File: src/core/sled_pkg.sv
/*
 * sled_pkg: constants, register map and carrier types for the
 * front-panel status lamp controller.
 * assumes a single 10 MHz clock and a plain strobe register port.
 */
package sled_pkg;

    // ************************************************************
    // timing
    // ************************************************************
    localparam int CLK_HZ       = 10_000_000;
    localparam int BOOT_RED_MS  = 1000;
    localparam int BOOT_RED_CYC = (CLK_HZ / 1000) * BOOT_RED_MS;
    localparam int ACT_HOLD_US  = 100;
    localparam int ACT_HOLD_CYC = (CLK_HZ / 1_000_000) * ACT_HOLD_US;

    // ************************************************************
    // register port
    // ************************************************************
    localparam int ADDR_W = 4;
    localparam int DATA_W = 16;
    localparam int CNT_W  = 24;

    localparam logic [ADDR_W-1:0] REG_CTRL  = 4'h0;
    localparam logic [ADDR_W-1:0] REG_PHASE = 4'h1;
    localparam logic [ADDR_W-1:0] REG_CODE  = 4'h2;
    localparam logic [ADDR_W-1:0] REG_STAT  = 4'h3;
    localparam logic [ADDR_W-1:0] REG_MASK  = 4'h4;
    localparam logic [ADDR_W-1:0] REG_STATE = 4'h5;

    localparam int CTRL_CLR_ERR = 0;
    localparam int CTRL_HOLD    = 1;
    localparam int ST_ERR_BIT   = 0;
    localparam int ST_BOOT_BIT  = 1;
    localparam int STATE_BLK    = 8;
    localparam int CODE_W       = 5;
    localparam int EV_W         = 2;

    localparam logic [DATA_W-1:0] PHASE_RST = 16'h0400;
    localparam logic [EV_W-1:0]   MASK_RST  = 2'h0;

    // ************************************************************
    // carrier types
    // ************************************************************
    typedef struct packed {
        logic red;
        logic green;
    } sled_lamp_s;

    typedef struct packed {
        sled_lamp_s rts;
        sled_lamp_s cts;
        sled_lamp_s td;
        sled_lamp_s rd;
        sled_lamp_s cd;
    } sled_panel_s;

    typedef struct packed {
        logic tx_on;
        logic noise;
        logic rx_valid;
    } sled_radio_s;

    localparam sled_lamp_s LAMP_OFF    = 2'h0;
    localparam sled_lamp_s LAMP_GREEN  = 2'h1;
    localparam sled_lamp_s LAMP_RED    = 2'h2;
    localparam sled_lamp_s LAMP_ORANGE = 2'h3;

    typedef enum logic [4:0] {
        ST_NORM = 5'b00001,
        ST_BOOT = 5'b00010,
        ST_ON   = 5'b00100,
        ST_OFF  = 5'b01000,
        ST_CODE = 5'b10000
    } sled_state_e;

endpackage : sled_pkg

File: src/core/sled_sync.sv
/*
 * sled_sync: two-flop synchroniser for asynchronous pin levels.
 * assumes the inputs are slow levels; no pulse is guaranteed to pass.
 */
`timescale 1ns/1ns
module sled_sync #(
    parameter int W = 2
) (
    // clock and reset
    input  wire logic         mclk,
    input  wire logic         rst,
    // levels
    input  wire logic [W-1:0] d,
    output logic      [W-1:0] q
);

    logic [W-1:0] meta_r;
    logic [W-1:0] q_r;

    always_ff @(posedge mclk) begin
        if (rst) begin
            meta_r <= '0;
            q_r    <= '0;
        end else begin
            meta_r <= d;
            q_r    <= meta_r;
        end
    end

    assign q = q_r;

endmodule : sled_sync

File: src/core/sled_activity.sv
/*
 * sled_activity: per-lane line activity detector; any edge on a lane
 * holds its active flag for HOLD cycles so short bursts stay visible.
 * assumes inputs are already in the mclk domain.
 */
`timescale 1ns/1ns
module sled_activity #(
    parameter int W    = 2,
    parameter int HOLD = 1000
) (
    // clock and reset
    input  wire logic         mclk,
    input  wire logic         rst,
    // lines
    input  wire logic [W-1:0] line,
    output logic      [W-1:0] act
);

    localparam logic [15:0] HOLD_V = 16'(HOLD);

    genvar g;
    generate
        for (g = 0; g < W; g++) begin : g_lane
            logic        prev_r;
            logic [15:0] cnt_r;
            wire         edge_w = line[g] ^ prev_r;

            always_ff @(posedge mclk) begin
                if (rst) begin
                    prev_r <= 1'b0;
                    cnt_r  <= 16'h0000;
                end else begin
                    prev_r <= line[g];
                    cnt_r  <= edge_w ? HOLD_V : (cnt_r != 16'h0000 ? cnt_r - 16'h0001 : cnt_r);
                end
            end

            assign act[g] = (cnt_r != 16'h0000);
        end
    endgenerate

endmodule : sled_activity

File: src/core/sled_ctrl.sv
/*
 * sled_ctrl: front-panel status lamp controller of a radio modem.
 * five lamps, td and radio two-colour, show the data port handshake and data lines
 * and the radio state; self-diagnostic faults put the block into an
 * error state that blocks data and cycles the lamps.
 * assumes rts/td are host pins (synchronised here); cts, rd, radio
 * state, test tx and diagnostics come from logic on mclk.
 */
`timescale 1ns/1ns

// Overview of operation
// - five lamps for data port and radio, each off or a colour
// - rts lamp dark when host rts inactive, red when active
// - cts lamp dark when cts to host inactive, red when active
// - td lamp dark idle, red on host data, green during test tx
// - rd lamp dark idle, red while sending data to the host
// - radio lamp: dark, red transmitting, orange noise, green reception
// - radio lamp independent of carrier-detect pin; they may differ
// - startup fault: all lamps red for one second, then error code
// - diagnostic error enters error state blocking data both ways
// - error state cycles all on, all off, error code, repeat
module sled_ctrl #(
    parameter int BOOT_CYC = sled_pkg::BOOT_RED_CYC
) (
    // clock and reset
    input  wire logic                        mclk,
    input  wire logic                        rst,
    // register port
    input  wire logic [sled_pkg::ADDR_W-1:0] reg_addr,
    input  wire logic [sled_pkg::DATA_W-1:0] reg_wdata,
    input  wire logic                        reg_wr,
    input  wire logic                        reg_rd,
    output logic      [sled_pkg::DATA_W-1:0] reg_rdata,
    // data port lines
    input  wire logic                        rts_pin,
    input  wire logic                        td_pin,
    input  wire logic                        cts_line,
    input  wire logic                        rd_line,
    input  wire logic                        test_tx,
    // radio state
    input  wire sled_pkg::sled_radio_s       radio,
    // self-diagnostics
    input  wire logic                        diag_fault,
    input  wire logic                        diag_startup,
    input  wire logic [sled_pkg::CODE_W-1:0] diag_code,
    // outputs
    output sled_pkg::sled_panel_s            panel,
    output logic                             data_block,
    output logic                             irq
);

    localparam logic [sled_pkg::CNT_W-1:0] BOOT_LIM = sled_pkg::CNT_W'(BOOT_CYC - 1);

    // ************************************************************
    // pin synchronisation and activity
    // ************************************************************
    logic [1:0] pins_s;
    logic [1:0] act;

    sled_sync #(.W(2)) u_sync (
        .mclk (mclk),
        .rst  (rst),
        .d    ({td_pin, rts_pin}),
        .q    (pins_s)
    );

    sled_activity #(.W(2), .HOLD(sled_pkg::ACT_HOLD_CYC)) u_act (
        .mclk (mclk),
        .rst  (rst),
        .line ({rd_line, pins_s[1]}),
        .act  (act)
    );

    wire rts_s  = pins_s[0];
    wire td_act = act[0];
    wire rd_act = act[1];

    // ************************************************************
    // registers
    // ************************************************************
    logic [sled_pkg::DATA_W-1:0] phase_r;
    logic [sled_pkg::CODE_W-1:0] code_r;
    logic [sled_pkg::EV_W-1:0]   stat_r;
    logic [sled_pkg::EV_W-1:0]   mask_r;
    logic                        hold_r;
    logic [sled_pkg::DATA_W-1:0] rdata_r;

    sled_pkg::sled_state_e       state_r;
    sled_pkg::sled_state_e       state_nxt;
    logic [sled_pkg::CNT_W-1:0]  cnt_r;

    wire wr_ctrl  = reg_wr && (reg_addr == sled_pkg::REG_CTRL);
    wire wr_phase = reg_wr && (reg_addr == sled_pkg::REG_PHASE);
    wire wr_stat  = reg_wr && (reg_addr == sled_pkg::REG_STAT);
    wire wr_mask  = reg_wr && (reg_addr == sled_pkg::REG_MASK);
    wire clr_err  = wr_ctrl && reg_wdata[sled_pkg::CTRL_CLR_ERR];

    // ************************************************************
    // error state machine
    // ************************************************************
    wire in_norm   = (state_r == sled_pkg::ST_NORM);
    wire fault_acc = in_norm && diag_fault;
    // zero phase length would stall the cycle; treat it as one cycle
    wire [sled_pkg::DATA_W-1:0] phase_lim = (phase_r == '0) ? '0 : phase_r - 16'h0001;
    wire [sled_pkg::CNT_W-1:0] lim_w =
        (state_r == sled_pkg::ST_BOOT) ? BOOT_LIM : sled_pkg::CNT_W'(phase_lim);
    // hold freezes the cycle on its current phase for inspection
    wire phase_end = (cnt_r >= lim_w) && !hold_r;

    always_comb begin
        state_nxt = state_r;
        unique case (state_r)
            sled_pkg::ST_NORM: begin
                if (fault_acc) begin
                    state_nxt = diag_startup ? sled_pkg::ST_BOOT : sled_pkg::ST_ON;
                end
            end
            sled_pkg::ST_BOOT: begin
                if (cnt_r >= BOOT_LIM) begin
                    state_nxt = sled_pkg::ST_CODE;
                end
            end
            sled_pkg::ST_ON: begin
                if (phase_end) begin
                    state_nxt = sled_pkg::ST_OFF;
                end
            end
            sled_pkg::ST_OFF: begin
                if (phase_end) begin
                    state_nxt = sled_pkg::ST_CODE;
                end
            end
            sled_pkg::ST_CODE: begin
                if (phase_end) begin
                    state_nxt = sled_pkg::ST_ON;
                end
            end
        endcase
        if (!in_norm && clr_err) begin
            state_nxt = sled_pkg::ST_NORM;
        end
    end

    always_ff @(posedge mclk) begin
        if (rst) begin
            state_r <= sled_pkg::ST_NORM;
            cnt_r   <= '0;
        end else begin
            state_r <= state_nxt;
            cnt_r   <= (state_nxt != state_r) ? '0 : cnt_r + 24'h000001;
        end
    end

    // ************************************************************
    // register writes and sticky events
    // ************************************************************
    wire [sled_pkg::EV_W-1:0] ev_w = {fault_acc && diag_startup, fault_acc};
    wire [sled_pkg::EV_W-1:0] st_clr = wr_stat ? reg_wdata[sled_pkg::EV_W-1:0] : '0;

    always_ff @(posedge mclk) begin
        if (rst) begin
            phase_r <= sled_pkg::PHASE_RST;
            code_r  <= '0;
            stat_r  <= '0;
            mask_r  <= sled_pkg::MASK_RST;
            hold_r  <= 1'b0;
        end else begin
            if (wr_phase) begin
                phase_r <= reg_wdata;
            end
            if (fault_acc) begin
                code_r <= diag_code;
            end
            if (wr_mask) begin
                mask_r <= reg_wdata[sled_pkg::EV_W-1:0];
            end
            if (wr_ctrl) begin
                hold_r <= reg_wdata[sled_pkg::CTRL_HOLD];
            end
            // a new event wins over a clear in the same cycle
            stat_r <= (stat_r & ~st_clr) | ev_w;
        end
    end

    // ************************************************************
    // register reads
    // ************************************************************
    logic [sled_pkg::DATA_W-1:0] rmux;

    always_comb begin
        rmux = '0;
        unique case (reg_addr)
            sled_pkg::REG_CTRL:  rmux[sled_pkg::CTRL_HOLD] = hold_r;
            sled_pkg::REG_PHASE: rmux = phase_r;
            sled_pkg::REG_CODE:  rmux[sled_pkg::CODE_W-1:0] = code_r;
            sled_pkg::REG_STAT:  rmux[sled_pkg::EV_W-1:0] = stat_r;
            sled_pkg::REG_MASK:  rmux[sled_pkg::EV_W-1:0] = mask_r;
            sled_pkg::REG_STATE: begin
                rmux[4:0] = state_r;
                rmux[sled_pkg::STATE_BLK] = !in_norm;
            end
            default:             rmux = '0;
        endcase
    end

    // ************************************************************
    // lamp selection
    // ************************************************************
    sled_pkg::sled_panel_s norm_w;
    sled_pkg::sled_panel_s err_w;
    sled_pkg::sled_panel_s panel_nxt;

    assign norm_w.rts = rts_s    ? sled_pkg::LAMP_RED : sled_pkg::LAMP_OFF;
    assign norm_w.cts = cts_line ? sled_pkg::LAMP_RED : sled_pkg::LAMP_OFF;
    // test transmission outranks host data on the td lamp
    assign norm_w.td  = test_tx ? sled_pkg::LAMP_GREEN :
                        td_act  ? sled_pkg::LAMP_RED : sled_pkg::LAMP_OFF;
    assign norm_w.rd  = rd_act  ? sled_pkg::LAMP_RED : sled_pkg::LAMP_OFF;
    // radio lamp is taken from radio state only, never from the cd pin
    assign norm_w.cd  = radio.tx_on    ? sled_pkg::LAMP_RED :
                        radio.rx_valid ? sled_pkg::LAMP_GREEN :
                        radio.noise    ? sled_pkg::LAMP_ORANGE :
                                         sled_pkg::LAMP_OFF;

    wire [4:0] code_red = (state_r == sled_pkg::ST_CODE) ? code_r :
                          (state_r == sled_pkg::ST_OFF)  ? 5'h00 : 5'h1f;
    genvar g;
    generate
        for (g = 0; g < 5; g++) begin : g_err
            assign err_w[2*g+1] = code_red[g];
            assign err_w[2*g]   = 1'b0;
        end
    endgenerate

    assign panel_nxt = in_norm ? norm_w : err_w;

    // ************************************************************
    // output flops
    // ************************************************************
    sled_pkg::sled_panel_s panel_r;
    logic                  block_r;
    logic                  irq_r;

    always_ff @(posedge mclk) begin
        if (rst) begin
            panel_r <= '0;
            block_r <= 1'b0;
            irq_r   <= 1'b0;
            rdata_r <= '0;
        end else begin
            panel_r <= panel_nxt;
            block_r <= (state_nxt != sled_pkg::ST_NORM);
            irq_r   <= |(((stat_r & ~st_clr) | ev_w) & mask_r);
            rdata_r <= reg_rd ? rmux : '0;
        end
    end

    assign panel      = panel_r;
    assign data_block = block_r;
    assign irq        = irq_r;
    assign reg_rdata  = rdata_r;

    logic [sled_pkg::CNT_W-1:0] boot_len_r;
    always_ff @(posedge mclk) begin
        if (rst) begin
            boot_len_r <= '0;
        end else begin
            boot_len_r <= (state_r == sled_pkg::ST_BOOT) ? boot_len_r + 24'h000001 : '0;
        end
    end
endmodule : sled_ctrl

File: config.mk
export PLATFORM = sky130hd
export DESIGN_NAME = sled_ctrl
export DESIGN_NICKNAME = d
export VERILOG_FILES = /design/src/core/sled_pkg.sv /design/src/core/sled_sync.sv /design/src/core/sled_activity.sv /design/src/core/sled_ctrl.sv
export SDC_FILE = /design/constraint.sdc
export NUM_CORES = 1
export LEC_CHECK = 0
export BUFFER_PORTS_ARGS = -buffer_cell sky130_fd_sc_hd__buf_4
export CAP_MARGIN = 20
export CORE_ASPECT_RATIO = 1.4
export CORE_MARGIN = 10
export CORE_UTILIZATION = 60
export CTS_BUF_LIST = sky130_fd_sc_hd__clkbuf_8 sky130_fd_sc_hd__clkbuf_16
export DETAILED_ROUTE_END_ITERATION = 16
export GPL_ROUTABILITY_DRIVEN = 0
export PLACE_DENSITY = 0.79
export SLEW_MARGIN = 20
export SYNTH_ARGS = -nofsm -noshare
export SYNTH_HDL_FRONTEND = slang
export SYNTH_SLANG_ARGS = --single-unit
export TNS_END_PERCENT = 20
File: constraint.sdc
create_clock -name mclk -period 8.7 [get_ports mclk]
set_clock_uncertainty 0.2 [all_clocks]
set_input_delay 0.87 -clock mclk [delete_from_list [all_inputs] [get_ports mclk]]
set_output_delay 0.87 -clock mclk [all_outputs]
set_load 0.02 [all_outputs]
==> results.md <==
* Result of the run: finished, final reports clean
* Number of standard-cell rows in the floorplan at 43
* Hold-fix buffer count after cts at 0
* Final net count at 820
* Prevailing post-synth register cell: sky130_fd_sc_hd__dfxtp_1
* Total of max-cap violations at 0
* Slowest stage cell on the critical path: sky130_fd_sc_hd__nor4_1
* Maximum buffer depth of the clock tree at 2
* Filler instances at 788
* Power density of the placed cells at 235 nW/µm²
* WP buf/inv at 0
* Via/cell ratio at 5.89
* CP delay by family, top: simple AND/OR/NAND/NOR gates
* Chain of cells forming the critical path: nor4_1 > nor2b_1 > nand2_1 > nor4_1 > xor2_1 > nand2_1 > ha_1 > and3_1 > nand4_1 > nor4_1 > a21o_1 > o2111ai_2 > nand2_2 > a211oi_1
* Static power due to leakage at 2.88 nW
* Cell area after technology mapping at 6100 µm²
* Layout cells sized above 1 at 0.166
* CP max FO at 25
* H-tree levels at 4
* Largest net degree at the start of global routing at 62
* Starting density of the core at 0.613
* Worst Setup End Kind: flop
* Die height at 139 µm
* Yosys warning total at 0
* Share of the clock period used by the worst path at 0.554
* Width of the die at 105 µm
* DP Worst Slack at 4.09 ns
* Total Routing Usage GR at 0.205
* Area added between synthesis and finish at 18.2%
* Worst-case vdd ir drop at 143 µV
* Residual DRC at 0
* Final worst-path setup slack at 3.88 ns
* First-pass GRT wire length at 25300 µm
* Worst skew pair latency at 0.41 ns
* Post-cts gate resize count at 0
* Boundary Pins at 67
* Number of pins with negative max-slew slack in the final report at 0
* First-pass detailed-route iteration total at 5
* Total CTS buffers at 17
* Reg-to-reg slack, setup at 3.88 ns
* Final Routed Wirelength at 15100 µm
* CTS root buffer: sky130_fd_sc_hd__clkbuf_16
* Unrepaired setup endpoints after global routing: no
* Share of synthesized area occupied by flip-flops and latches at 0.387
* Clock input transition at the sequential cells of the worst setup and hold paths at 0.05 ns
* Required @ worst endpoint at 8.75 ns
* Path type of the worst min-delay path: flop to flop
* Gate count of the mapped netlist at 705
* Distinct cell type count of the synthesized netlist at 66
* Area inside the core boundary at 9950 µm²
* Number of synthesized register bits at 118
* Per-cell routed wire length at 16.7 µm
* Via count of the first global-routing pass at 5360
* Tightest Pin Transition at 1.03 ns
* Post-route cell area at 7210 µm²
* Buffers added on ports at 63
* Number of enable-type register cells in the synthesized netlist at 0
* Synth Area per Inst at 8.66 µm²
* Overall overflow remaining after global route at 0
* TritonCTS clock tree: yes
* Final min period at 4.82 ns
* Highest Clock Rate at 0.207 GHz
* Antenna violations before repair at 0
* Critical path's largest stage delay at 0.57 ns
* Clock Sink Count at 118
* Cell occurring most often along the worst timing path: sky130_fd_sc_hd__nor4_1
* HPWL after DPL at 10800 µm
* Crit start category: flop
* Initial DRC Count at 383
* Floorplan die area at 14700 µm²
* Detailed-route via count at 5329
* Share of async-settable or async-resettable flops after synthesis at 0
* Relative max-transition margin at 0.313
* Count of inserted antenna diode cells at 0
* Placed standard-cell area at 6600 µm²
* Post-CTS setup buffers at 0
* Arr. time, crit path at 4.87 ns
* Number of nets with antenna violations after routing at 0
* Number of failing setup endpoints in the final timing report at 0
* Critical path type: flop to flop
* Total Negative Setup Slacks at 0 ns
* Hold violation count in the final report at 0
[placed cells by master (no fill, tap or decap), types with 3 or more instances in the layout]
master,instances
sky130_fd_sc_hd__clkbuf_8,4
sky130_fd_sc_hd__nand4_1,14
sky130_fd_sc_hd__nand3_1,25
sky130_fd_sc_hd__dfxtp_1,118
sky130_fd_sc_hd__nand3b_1,6
sky130_fd_sc_hd__clkbuf_16,17
sky130_fd_sc_hd__o21a_1,5
sky130_fd_sc_hd__nor4_1,14
sky130_fd_sc_hd__conb_1,3
sky130_fd_sc_hd__nor2b_1,15
sky130_fd_sc_hd__and3_1,6
sky130_fd_sc_hd__clkinv_2,3
sky130_fd_sc_hd__a21oi_1,54
sky130_fd_sc_hd__nor3b_1,4
sky130_fd_sc_hd__a211oi_2,21
sky130_fd_sc_hd__o21ai_0,10
sky130_fd_sc_hd__or3_1,5
sky130_fd_sc_hd__bufinv_16,3
sky130_fd_sc_hd__a22oi_1,3
sky130_fd_sc_hd__a31oi_1,4
sky130_fd_sc_hd__ha_1,24
sky130_fd_sc_hd__or4_1,5
sky130_fd_sc_hd__inv_1,19
sky130_fd_sc_hd__o21ai_1,4
sky130_fd_sc_hd__nor2_1,64
sky130_fd_sc_hd__xnor2_1,22
sky130_fd_sc_hd__nand2b_1,8
sky130_fd_sc_hd__nor3_1,18
sky130_fd_sc_hd__buf_4,64
sky130_fd_sc_hd__a21o_1,3
sky130_fd_sc_hd__and2_1,16
sky130_fd_sc_hd__xor2_1,38
sky130_fd_sc_hd__and4_1,3
sky130_fd_sc_hd__mux2_2,5
sky130_fd_sc_hd__nand2_1,83
sky130_fd_sc_hd__mux2i_1,7
sky130_fd_sc_hd__a211oi_1,13
[final timing paths]
path,start,end,depth (start not counted)
worst max-delay path,phase_r[2]$_SDFFE_PP0P_,cnt_r[2]$_SDFF_PP0_,14
worst min-delay path,u_sync.meta_r[1]$_SDFF_PP0_,u_sync.q[1]$_SDFF_PP0_,1
worst max register to register,phase_r[2]$_SDFFE_PP0P_,cnt_r[2]$_SDFF_PP0_,14
worst min register to register,u_sync.meta_r[1]$_SDFF_PP0_,u_sync.q[1]$_SDFF_PP0_,1
[layout make-up]
cell class	instances	area [µm²]	share of cell area
Clock buffer	21	480	0.0666
Clock inverter	11	131	0.0182
Inverter	16	60.1	0.00833
Multi-Input combinational cell	540	3530	0.489
Sequential cell	118	2360	0.327
Tap cell	135	169	0.0234
Timing Repair Buffer	64	480	0.0666
[routing by layer]
| metal | GRT usage | vias up | share of wire |
|---|---|---|---|
| li1 | - | 2608 | - |
| met1 | 0.223 | 2513 | 0.40 |
| met2 | 0.359 | 164 | 0.52 |
| met3 | 0.0490 | 44 | 0.045 |
| met4 | 0.100 | 0 | 0.032 |
| met5 | 0 | - | 0 |
[cells by family (layout without fill, tap and decap cells)]
logic type,Yosys count,after routing,share of synthesized area
simple gates,299,299,0.248
compound gates,141,141,0.170
flops,118,118,0.387
xor+xnor,60,60,0.0861
buf+inv,49,112,0.0361
fa+ha+maj,24,24,0.0492
mux,13,13,0.0225
other cells,1,3,0.000614
[through the flow]
step                      power [mW]  utilization  hold slack (ns)  cells
after floorplan                0.903            -            0.214    707
after global placement         0.964        0.663            0.229    873
after detailed placement       0.986        0.663            0.246    873
after CTS                       1.70        0.725            0.257    905
after global routing            1.78        0.725            0.270    905
final                           1.70        0.725            0.247    905
[Yosys cell counts, types with 6 or more instances]
cell,n,area [µm²]
sky130_fd_sc_hd__a211oi_1,13,97.6
sky130_fd_sc_hd__a211oi_2,21,263
sky130_fd_sc_hd__a21oi_1,54,270
sky130_fd_sc_hd__and2_1,16,100
sky130_fd_sc_hd__and3_1,6,37.5
sky130_fd_sc_hd__clkbuf_1,20,75.1
sky130_fd_sc_hd__dfxtp_1,118,2360
sky130_fd_sc_hd__ha_1,24,300
sky130_fd_sc_hd__inv_1,16,60.1
sky130_fd_sc_hd__mux2i_1,7,70.1
sky130_fd_sc_hd__nand2_1,83,312
sky130_fd_sc_hd__nand2b_1,8,50.1
sky130_fd_sc_hd__nand3_1,25,125
sky130_fd_sc_hd__nand3b_1,6,45.0
sky130_fd_sc_hd__nand4_1,14,87.6
sky130_fd_sc_hd__nor2_1,64,240
sky130_fd_sc_hd__nor2b_1,15,93.8
sky130_fd_sc_hd__nor3_1,18,90.1
sky130_fd_sc_hd__nor4_1,14,87.6
sky130_fd_sc_hd__o21ai_0,10,50.1
sky130_fd_sc_hd__xnor2_1,22,193
sky130_fd_sc_hd__xor2_1,38,333
[registers in the layout (all words and copies together) (netlist names), 2 cells and up]
| name | flops |
|---|---|
| u_sync.q | 2 |
| state_r | 5 |
| phase_r | 16 |
| reg_rdata | 16 |
| u_act.g_lane.prev_r | 2 |
| u_sync.meta_r | 2 |
| panel | 7 |
| u_act.g_lane.cnt_r | 32 |
| code_r | 5 |
| stat_r | 2 |
| mask_r | 2 |
| cnt_r | 24 |
[power by group]
| group | internal, mW | switching, mW | leakage [nW] |
|---|---|---|---|
| logic | 0.138 | 0.198 | 1.61 |
| clock network | 0.475 | 0.238 | 0.309 |
| registers | 0.595 | 0.0509 | 0.962 |
| total | 1.21 | 0.487 | 2.88 |
Power figures use the tool's default switching activity.
